===== src/hw/bmss_pkg.sv =====
/*
 * bmss_pkg: constants, state codes and carriers of the bus module
 * status supervisor. Assumes one 125 MHz clock and a plain register port.
 */
package bmss_pkg;
  // ---------------------------------------------------------------
  // register map (byte offsets) and fields
  // ---------------------------------------------------------------
  localparam int        ADDR_W     = 4;
  localparam logic [3:0] A_CTRL    = 4'h0;
  localparam logic [3:0] A_STAT    = 4'h4;
  localparam logic [3:0] A_FL_SLOT = 4'h8;
  localparam logic [3:0] A_FL_SF   = 4'hC;
  localparam int        CTRL_EXT   = 0;     // extended diag layout
  localparam logic [7:0] FL_RST    = 8'h0A; // 1.0 Hz after reset
  localparam logic [7:0] FL_MIN    = 8'h01;
  // status byte bit positions toward the controller
  localparam int SB_RUN = 0;
  localparam int SB_ML1 = 1;
  localparam int SB_ML2 = 2;
  localparam int SB_SYS = 5;
  localparam int SB_GEN = 7;
  // ---------------------------------------------------------------
  // timing
  // ---------------------------------------------------------------
  localparam int CLK_HZ_DEF  = 125_000_000;
  localparam int ACK_HOLD_MS = 100;
  localparam int MS_PER_S    = 1000;
  localparam int TENTHS_HALF = 5;  // half period in tenths of a hertz
  // ---------------------------------------------------------------
  // diagnostic error codes
  // ---------------------------------------------------------------
  localparam logic [7:0] DG_NONE  = 8'h00;
  localparam logic [7:0] DG_SWAP  = 8'h01;
  localparam logic [7:0] DG_NOCFG = 8'h02;
  localparam logic [7:0] DG_MOD   = 8'h03;
  localparam logic [7:0] DG_SUB   = 8'h04;
  localparam logic [7:0] DG_LINE  = 8'h05;
  localparam logic [7:0] DG_HEAD  = 8'h06;

  typedef enum logic [1:0] {
    ST_BOOT  = 2'b00,
    ST_RUN   = 2'b01,
    ST_SWAP  = 2'b10,
    ST_NOCFG = 2'b11
  } bmss_state_t;

  // causes of a per-line error
  typedef struct packed {
    logic mod_fault;
    logic sub_fault;
    logic emc;
    logic cable;
  } bmss_line_t;

  // register port request
  typedef struct packed {
    logic        wr;
    logic        rd;
    logic [3:0]  addr;
    logic [31:0] wdata;
  } bmss_req_t;
endpackage


===== src/hw/bmss_top.sv =====
/*
 * bmss_top: topology check, submodule and module supervision, output
 * clearing, status bits and timed acknowledgment of a fieldbus head.
 * Assumes: topology, submodule and module inputs come from logic on the
 * same clock; link-up and factory switch are pins; sys_restart is a
 * one-cycle pulse per system restart; rst_n is the power-up reset.
 */
// Design decisions made here: strobed register access and the register addresses.
// Summary of operation
// (RULE1) first start stores topology if config matches
// (RULE2) restart flags moved or re-lined devices
// (RULE3) added or removed devices flag topology error
// (RULE4) matching topology resumes after next restart
// (RULE5) substitute without major safe change passes
// (RULE6) switch factory reset relearns topology next start
// (RULE7) removed submodule: red, green flash, fault red
// (RULE8) removed safety submodule bit cleared at once
// (RULE9) identical reinsertion restores bit and indicators
// (RULE10) correct submodule operational without restart
// (RULE11) lost module and downstream inactive till restart
// (RULE12) output data zero on power, link loss, stop
// (RULE13) basic and extended layout with diag byte
// (RULE14) run bit set only while delivering data
// (RULE15) line error on fault, interference, cable length
// (RULE16) system error on any, general on head error
// (RULE17) errors clear on cause gone or held ack
// (RULE18) controller holds ack at least 100 ms
// (RULE19) head exposes no safe bits, only status
// (RULE20) indicator flash rate 1 to 255 tenths hertz
// (RULE21) ack high time counted before error clears
`timescale 1ns/1ps
module bmss_top
  import bmss_pkg::*;
#(
  parameter int NSUB   = 4,
  parameter int NMOD   = 4,
  parameter int TW     = 32,
  parameter int OUT_W  = 8,
  parameter int CLK_HZ = CLK_HZ_DEF,
  parameter int ACK_CYC = (CLK_HZ / MS_PER_S) * ACK_HOLD_MS
) (
  input  wire logic             clock,        // 125 MHz
  input  wire logic             rst_n,        // power-up reset
  input  wire bmss_req_t        req,          // register request
  output logic [31:0]           rdata,        // read data, cycle after
  input  wire logic             sys_restart,  // restart pulse
  input  wire logic             factory_sw,   // factory switch pin
  input  wire logic [TW-1:0]    topo_now,     // discovered topology
  input  wire logic             safe_diff,    // major safe-data change
  input  wire logic             cfg_match,    // controller config fits
  input  wire logic [NSUB-1:0]  sub_present,  // submodule plugged
  input  wire logic [NSUB-1:0]  sub_match,    // identical, same align
  input  wire logic [NSUB-1:0]  sub_safe,     // has safety function
  input  wire logic [NSUB-1:0]  sub_bits,     // submodule state bits
  output logic [NSUB-1:0]       sub_out,      // bits sent on bus
  output logic [NSUB-1:0]       slot_red,     // slot indicator red
  output logic [NSUB-1:0]       slot_grn,     // slot indicator green
  output logic                  sys_fault_red,// system fault ind.
  input  wire logic [NMOD-1:0]  mod_link,     // module chain links
  output logic [NMOD-1:0]       mod_active,   // modules in service
  input  wire bmss_line_t [1:0] line_cause,   // line error causes
  input  wire logic             head_fault,   // head internal error
  input  wire logic             link_pin,     // fieldbus link up
  input  wire logic             iops_good,    // controller running
  input  wire logic [OUT_W-1:0] plc_out,      // output data in
  output logic [OUT_W-1:0]      out_data,     // evaluated outputs
  input  wire logic             ack_in,       // general_ack_bit
  output logic [7:0]            status_byte,  // non-safe input bits
  output logic [7:0]            diag_byte     // extended diag byte
);
  // -------------------------------------------------------------
  // helpers
  // -------------------------------------------------------------
  // a flash rate of zero would freeze the pattern, so it acts as 1
  function automatic logic [7:0] fl_rate(input logic [7:0] v);
    fl_rate = (v == 8'h00) ? FL_MIN : v;
  endfunction

  localparam logic [31:0] HALF_T = 32'(CLK_HZ * TENTHS_HALF);
  localparam logic [31:0] ACK_T  = 32'(ACK_CYC - 1);

  bmss_state_t       st_q;
  logic [TW-1:0]     topo_q;
  logic              vld_q;
  logic [2:0]        lnk_s_q;
  logic [2:0]        fac_s_q;
  logic              lnk_q;
  logic              fac_q;
  logic              ctrl_ext_q;
  logic [7:0]        fl_q [2];
  logic [31:0]       acc_q [2];
  logic [1:0]        ph_q [2];
  logic [NSUB-1:0]   rem_q;
  logic [NSUB-1:0]   sub_q;
  logic [NSUB-1:0]   red_q;
  logic [NSUB-1:0]   grn_q;
  logic              sf_q;
  logic [NMOD-1:0]   lost_q;
  logic [NMOD-1:0]   act_q;
  logic [3:0]        cz_q;
  logic [3:0]        err_q;
  logic [31:0]       ack_cnt_q;
  logic [OUT_W-1:0]  out_q;
  logic [7:0]        sb_q;
  logic [7:0]        dg_q;
  logic [31:0]       rd_q;
  logic [3:0]        cz;
  logic              ack_fire;
  logic              topo_ok;
  logic              run;

  // -------------------------------------------------------------
  // pin synchronisers
  // -------------------------------------------------------------
  // a level counts once stages two and three agree
  always_ff @(posedge clock or negedge rst_n) begin
    if (!rst_n) begin
      lnk_s_q <= 3'h0;
      fac_s_q <= 3'h0;
      lnk_q   <= 1'b0;
      fac_q   <= 1'b0;
    end else begin
      lnk_s_q <= {lnk_s_q[1:0], link_pin};
      fac_s_q <= {fac_s_q[1:0], factory_sw};
      if (lnk_s_q[1] == lnk_s_q[2]) lnk_q <= lnk_s_q[2];
      if (fac_s_q[1] == fac_s_q[2]) fac_q <= fac_s_q[2];
    end
  end

  // -------------------------------------------------------------
  // topology supervision
  // -------------------------------------------------------------
  // equal types with no major safe change count as the same device
  assign topo_ok = (topo_now == topo_q) && !safe_diff; // [RULE5]

  always_ff @(posedge clock or negedge rst_n) begin
    if (!rst_n) begin
      st_q   <= ST_BOOT;
      vld_q  <= 1'b0;
      topo_q <= '0;
    end else if (sys_restart) begin
      st_q <= ST_BOOT;
      if (fac_q) vld_q <= 1'b0; // [RULE6]
    end else begin
      case (st_q)
        ST_BOOT: begin
          if (!vld_q) begin
            if (cfg_match) begin
              topo_q <= topo_now; // [RULE1] [RULE6]
              vld_q  <= 1'b1;
              st_q   <= ST_RUN;
            end else begin
              st_q <= ST_NOCFG;
            end
          end else if (topo_ok) begin
            st_q <= ST_RUN; // [RULE4]
          end else begin
            st_q <= ST_SWAP; // [RULE2] [RULE3]
          end
        end
        ST_RUN:   st_q <= ST_RUN;
        ST_SWAP:  st_q <= ST_SWAP;  // only a restart leaves it
        ST_NOCFG: st_q <= ST_NOCFG;
        default:  st_q <= ST_BOOT;
      endcase
    end
  end

  // -------------------------------------------------------------
  // register port
  // -------------------------------------------------------------
  always_ff @(posedge clock or negedge rst_n) begin
    if (!rst_n) begin
      ctrl_ext_q <= 1'b0;
      fl_q[0]    <= FL_RST;
      fl_q[1]    <= FL_RST;
    end else if (req.wr) begin
      case (req.addr)
        A_CTRL:    ctrl_ext_q <= req.wdata[CTRL_EXT]; // [RULE13]
        A_FL_SLOT: fl_q[0]    <= req.wdata[7:0]; // [RULE20]
        A_FL_SF:   fl_q[1]    <= req.wdata[7:0]; // [RULE20]
        default:   ;
      endcase
    end
  end

  // read data stand only in the cycle after the strobe
  always_ff @(posedge clock or negedge rst_n) begin
    if (!rst_n) begin
      rd_q <= 32'h0;
    end else if (req.rd) begin
      case (req.addr)
        A_CTRL:    rd_q <= {31'h0, ctrl_ext_q};
        A_STAT:    rd_q <= {vld_q, 5'h00, st_q, dg_q, sb_q,
                            4'(rem_q), 4'(act_q)};
        A_FL_SLOT: rd_q <= {24'h0, fl_q[0]};
        A_FL_SF:   rd_q <= {24'h0, fl_q[1]};
        default:   rd_q <= 32'h0;
      endcase
    end else begin
      rd_q <= 32'h0;
    end
  end

  // -------------------------------------------------------------
  // flash generators: slot (0) and system fault (1)
  // -------------------------------------------------------------
  // phase accumulator avoids a divider; rate is tenths of a hertz
  always_ff @(posedge clock or negedge rst_n) begin
    if (!rst_n) begin
      for (int k = 0; k < 2; k++) begin
        acc_q[k] <= 32'h0;
        ph_q[k]  <= 2'h0;
      end
    end else begin
      for (int k = 0; k < 2; k++) begin
        if (acc_q[k] >= HALF_T) begin
          acc_q[k] <= acc_q[k] - HALF_T + 32'(fl_rate(fl_q[k]));
          ph_q[k]  <= ph_q[k] + 2'h1; // [RULE20]
        end else begin
          acc_q[k] <= acc_q[k] + 32'(fl_rate(fl_q[k]));
        end
      end
    end
  end

  // -------------------------------------------------------------
  // submodules
  // -------------------------------------------------------------
  // state follows the slot at once, no restart needed
  always_ff @(posedge clock or negedge rst_n) begin
    if (!rst_n) begin
      rem_q <= '0;
      sub_q <= '0;
      red_q <= '0;
      grn_q <= '0;
    end else begin
      for (int i = 0; i < NSUB; i++) begin
        rem_q[i] <= !(sub_present[i] && sub_match[i]); // [RULE10]
        // a missing safety submodule never reports its old bit
        sub_q[i] <= (sub_present[i] && sub_match[i]) ? sub_bits[i]
                  : (sub_safe[i] ? 1'b0 : sub_q[i]); // [RULE8] [RULE9]
        // one green quarter in every four half periods
        red_q[i] <= rem_q[i] && (ph_q[0] != 2'h0); // [RULE7]
        grn_q[i] <= rem_q[i] && (ph_q[0] == 2'h0); // [RULE7] [RULE9]
      end
    end
  end

  // steady red for a removed submodule or lost module, flashing for topology trouble
  always_ff @(posedge clock or negedge rst_n) begin
    if (!rst_n) begin
      sf_q <= 1'b0;
    end else begin
      sf_q <= (|rem_q) || (|lost_q) // [RULE7]
           || ((st_q[1]) && ph_q[1][0]);
    end
  end

  // -------------------------------------------------------------
  // module chain
  // -------------------------------------------------------------
  // a break silences everything behind it until a restart
  always_ff @(posedge clock or negedge rst_n) begin
    if (!rst_n) begin
      lost_q <= '0;
      act_q  <= '0;
    end else begin
      for (int m = 0; m < NMOD; m++) begin
        lost_q[m] <= !mod_link[m] || (lost_q[m] && !sys_restart);
      end
      act_q[0] <= !lost_q[0]; // [RULE11]
      for (int m = 1; m < NMOD; m++) begin
        act_q[m] <= act_q[m-1] && !lost_q[m]; // [RULE11]
      end
    end
  end

  // -------------------------------------------------------------
  // error bits and acknowledgment timer
  // -------------------------------------------------------------
  always_comb begin
    cz[0] = |line_cause[0]; // [RULE15]
    cz[1] = |line_cause[1]; // [RULE15]
    cz[3] = head_fault || st_q[1]; // [RULE16]
    cz[2] = cz[0] || cz[1] || cz[3] || (|rem_q)
         || (|lost_q); // [RULE16]
  end

  // ack must be high without a gap for the whole hold time
  assign ack_fire = ack_in && (ack_cnt_q == ACK_T); // [RULE21]

  always_ff @(posedge clock or negedge rst_n) begin
    if (!rst_n) begin
      ack_cnt_q <= 32'h0;
    end else if (!ack_in) begin
      ack_cnt_q <= 32'h0;
    end else if (ack_cnt_q <= ACK_T) begin
      ack_cnt_q <= ack_cnt_q + 32'h1; // [RULE21]
    end
  end

  // a new cause beats an ack landing in the same cycle
  always_ff @(posedge clock or negedge rst_n) begin
    if (!rst_n) begin
      cz_q  <= 4'h0;
      err_q <= 4'h0;
    end else begin
      cz_q  <= cz;
      err_q <= (cz & ~cz_q)
             | (err_q & cz & {4{!ack_fire}}); // [RULE17]
    end
  end

  // -------------------------------------------------------------
  // fieldbus data
  // -------------------------------------------------------------
  assign run = (st_q == ST_RUN) && lnk_q;

  always_ff @(posedge clock or negedge rst_n) begin
    if (!rst_n) begin
      out_q <= '0; // [RULE12]
      sb_q  <= 8'h00;
      dg_q  <= DG_NONE;
    end else begin
      out_q <= (lnk_q && iops_good) ? plc_out : '0; // [RULE12]
      // status only; the head carries no safe bits
      sb_q  <= 8'h00; // [RULE19]
      sb_q[SB_RUN] <= run; // [RULE14]
      sb_q[SB_ML1] <= err_q[0]; // [RULE15]
      sb_q[SB_ML2] <= err_q[1];
      sb_q[SB_SYS] <= err_q[2]; // [RULE16]
      sb_q[SB_GEN] <= err_q[3];
      // basic layout keeps the diag byte at zero
      if (!ctrl_ext_q)         dg_q <= DG_NONE; // [RULE13]
      else if (st_q == ST_SWAP)  dg_q <= DG_SWAP;
      else if (st_q == ST_NOCFG) dg_q <= DG_NOCFG;
      else if (|lost_q)          dg_q <= DG_MOD;
      else if (|rem_q)           dg_q <= DG_SUB;
      else if (cz[0] || cz[1])   dg_q <= DG_LINE;
      else if (head_fault)       dg_q <= DG_HEAD;
      else                       dg_q <= DG_NONE;
    end
  end

  assign rdata         = rd_q;
  assign sub_out       = sub_q;
  assign slot_red      = red_q;
  assign slot_grn      = grn_q;
  assign sys_fault_red = sf_q;
  assign mod_active    = act_q;
  assign out_data      = out_q;
  assign status_byte   = sb_q;
  assign diag_byte     = dg_q;
endmodule


===== config.mk =====
export PLATFORM = sky130hd
export DESIGN_NAME = bmss_top
export DESIGN_NICKNAME = d
export VERILOG_FILES = /design/src/hw/bmss_pkg.sv /design/src/hw/bmss_top.sv
export SDC_FILE = /design/constraint.sdc
export NUM_CORES = 1
export LEC_CHECK = 0
export BUFFER_PORTS_ARGS = -buffer_cell sky130_fd_sc_hd__buf_4
export CAP_MARGIN = 20
export CORE_AREA = 2 2 155 157
export CTS_CLUSTER_DIAMETER = 30
export CTS_CLUSTER_SIZE = 20
export DETAILED_ROUTE_END_ITERATION = 12
export DIE_AREA = 0 0 157 159
export PLACE_DENSITY = 0.92
export REMOVE_ABC_BUFFERS = 1
export SYNTH_ARGS = -nofsm -noshare
export SYNTH_HDL_FRONTEND = slang
export SYNTH_SLANG_ARGS = --single-unit

===== constraint.sdc =====
create_clock -name clock -period 8.5 [get_ports clock]
set_clock_uncertainty 0.1 [all_clocks]
set_input_delay 0.85 -clock clock [delete_from_list [all_inputs] [get_ports clock]]
set_output_delay 0.85 -clock clock [all_outputs]
set_load 0.1 [all_outputs]

==> results.ini <==
[power]
power_frac_comb=0.317
clkPwrFrac=0.379
swShare=0.357
internal-power_mw=3.09
power_mw=4.81
powerDensity_nw_per_um2=289
p_leak_nw=7.79
power.switching_mw=1.72
p_seq_frac=0.304
peakVddDrop_mv=0.287

[timing]
setup_slack_ns=4.62
finalCritPeriodShare=0.457
setup_viol=0
setup_tns_ns=0
hold_viol_final=0
slew_violations=0
relSlewSlack=0.361
period_needed_ns=3.88
maxClockFrequency_ghz=0.258
rsz0062_at_grt=false
worstMarginPinSlew_ns=0.952

[route]
ant_nets=0
met2_length_um=17800
drc=0
wl_met1_um=13800
drtIter0Drc=865
route.top_layer_used=met4
avgViaCountPerCell=5.92
wirelength_um=35600
wl_per_cell_um=18.8
first_pass_iters=5
route.met3.wl_um=2650
num_vias=11187

[cts]
path_clk_slew_ns=0.06
cts_setup_buffers=0
cts_sinks=227
clk_path_buf_depth=3
cts_resized=0
clockRootBuffer=clkbuf_16
cts_buffers=47
cts_tree=yes
holdBufCountCts=0
cts_max_level=2
clock_latency_ns=0.56

[placed_design]
dp_slack_ns=4.85
place_area_sq_um=15000
io_buffer_count=143
place_congestion=0.910
hpwlAfterDp_um=23100

[floorplanning]
start_util=0.593
fp.dieArea_sq_um=25000
core_area_sq_um=23200
num_io_pins=189
num_rows=56
dieWidth_um=157
die_height_um=159

[finish]
regArea_sq_um=5690
multi_input_area_sq_um=7440
fillCellCount=1476
fin_util=0.718
design_area_sq_um=16700
nNetsFinal=1767
final_cell_mix=dfrtp_1, buf_4, ha_1
layout_commonest_cell=dfrtp_1
syn2layout_area_growth_pct=21.1
drive_above_1_share=0.197

[synthesis]
ys_types=83
async_flop_share=1.00
ys_seq_elements=227
ys_seq_area_frac=0.414
syn_area_per_cell_sq_um=9.96
synth_edf_count=0
synth_cells=1380
synthFlopType=dfrtp_1
synth_warnings=0
synth_area_sq_um=13700

[grt]
grt_max_degree=95
grt_pass1_vias=11702
antenna_found_initial=1
grt_usage=0.286
grt_overflow=0
grt_pass1_wl_um=57900

[outcome]
outcome=finished clean

[critical_path]
required_ns=8.87
worstPathMaxFanout=13
cp_data_arrival_time_ns=4.25
start_kind=flip-flop
criticalPathCategory=reg2reg
cp-end-kind=flip-flop
r2r_cells=8
rrSetupSlack_ns=4.62

[job]
max_cap_violations=0

[min_path]
hp-class=in2async

-- power groups by stage --
stage / Clock [mW] / Combinational (mW) / Sequential, mW
global route: 1.89 / 1.67 / 1.48
finish: 1.82 / 1.52 / 1.46
floorplan: 0 / 1.06 / 1.51
detailed placement: 0 / 1.46 / 1.46
global placement: 0 / 1.41 / 1.45
CTS: 1.83 / 1.51 / 1.45
-- per-layer routing --
metal / up-vias / track usage
li1: 5062 / -
met1: 5454 / 0.336
met2: 540 / 0.495
met3: 131 / 0.0651
met4: 0 / 0.133
met5: - / 0
-- worst paths after layout --
check,startpoint,end
max,ack_cnt_q[1],ack_cnt_q[10]
min,rst_n,out_data[4]
max reg2reg,ack_cnt_q[1],ack_cnt_q[10]
min reg2reg,lnk_s_q[0],lnk_s_q[1]
max in group asynchronous,rst_n,acc_q[60]
min in group clock,lnk_s_q[0],lnk_s_q[1]
-- critical path, cell delays in order (launching register included) --
cell and delay, ns:
dfrtp_1 0.39, ha_1 0.23, nand4_1 0.40, nor4_2 0.44, a21oi_1 0.12, o21ai_1 0.76, nand2_1 0.53, or4_1 0.60
a21boi_1 0.22
-- through the flow --
stage,instances,hold slack (ns)
2_1_floorplan,1333,0.231
3_3_place_gp,1802,0.238
3_5_place_dp,1802,0.241
4_1_cts,1889,0.230
5_1_grt,1891,0.245
6_report,1891,0.220
-- flip-flops by register name, indices dropped and copies added (netlist names), 3 cells and up --
register	flops
rem_q	4
fl_q	16
lost_q	4
diag_byte	3
ph_q	3
status_byte	5
acc_q	64
mod_active	4
topo_q	32
out_data	8
slot_red	4
lnk_s_q	3
slot_grn	4
ack_cnt_q	32
cz_q	4
sub_out	4
err_q	4
fac_s_q	3
rdata	19
-- area by class of cell --
| cell class | instances | area share |
|---|---|---|
| Antenna cell | 1 | 0.000150 |
| Clock buffer | 56 | 0.0763 |
| Clock inverter | 31 | 0.0204 |
| Inverter | 93 | 0.0210 |
| Multi-Input combinational cell | 1013 | 0.447 |
| Sequential cell | 227 | 0.341 |
| Tap cell | 319 | 0.0240 |
| Timing Repair Buffer | 151 | 0.0697 |
-- logic make-up (layout without fill, tap and decap cells) --
group                      Yosys count  after routing  share of synthesized area
AOI/OAI and AO/OA                  245            245                      0.114
xor gates and xnor gates           142            142                     0.0905
adders and majority gates          120            120                      0.117
buffers and inverters              160            331                     0.0508
DFF                                227            227                      0.414
muxes                               62             62                     0.0505
other                                1             22                   0.000273
and+or+nand+nor                    423            423                      0.164
-- cells in the mapped netlist, drive strengths merged (12+ instances only) --
library cell,instances,share of area
a21o,15,0.0082
a21oi,66,0.024
a31oi,13,0.0059
and2,46,0.021
and3,27,0.013
buf,35,0.017
clkbuf,32,0.0087
dfrtp,223,0.41
fa,14,0.020
ha,104,0.095
inv,93,0.025
mux2,49,0.040
mux2i,12,0.0087
nand2,97,0.026
nand3,45,0.017
nand4,28,0.013
nor2,83,0.023
nor2b,17,0.0077
nor3,15,0.0055
nor4,16,0.0082
o21ai,69,0.025
xnor2,92,0.059
xor2,50,0.032
(Power assumes the default switching activity.)
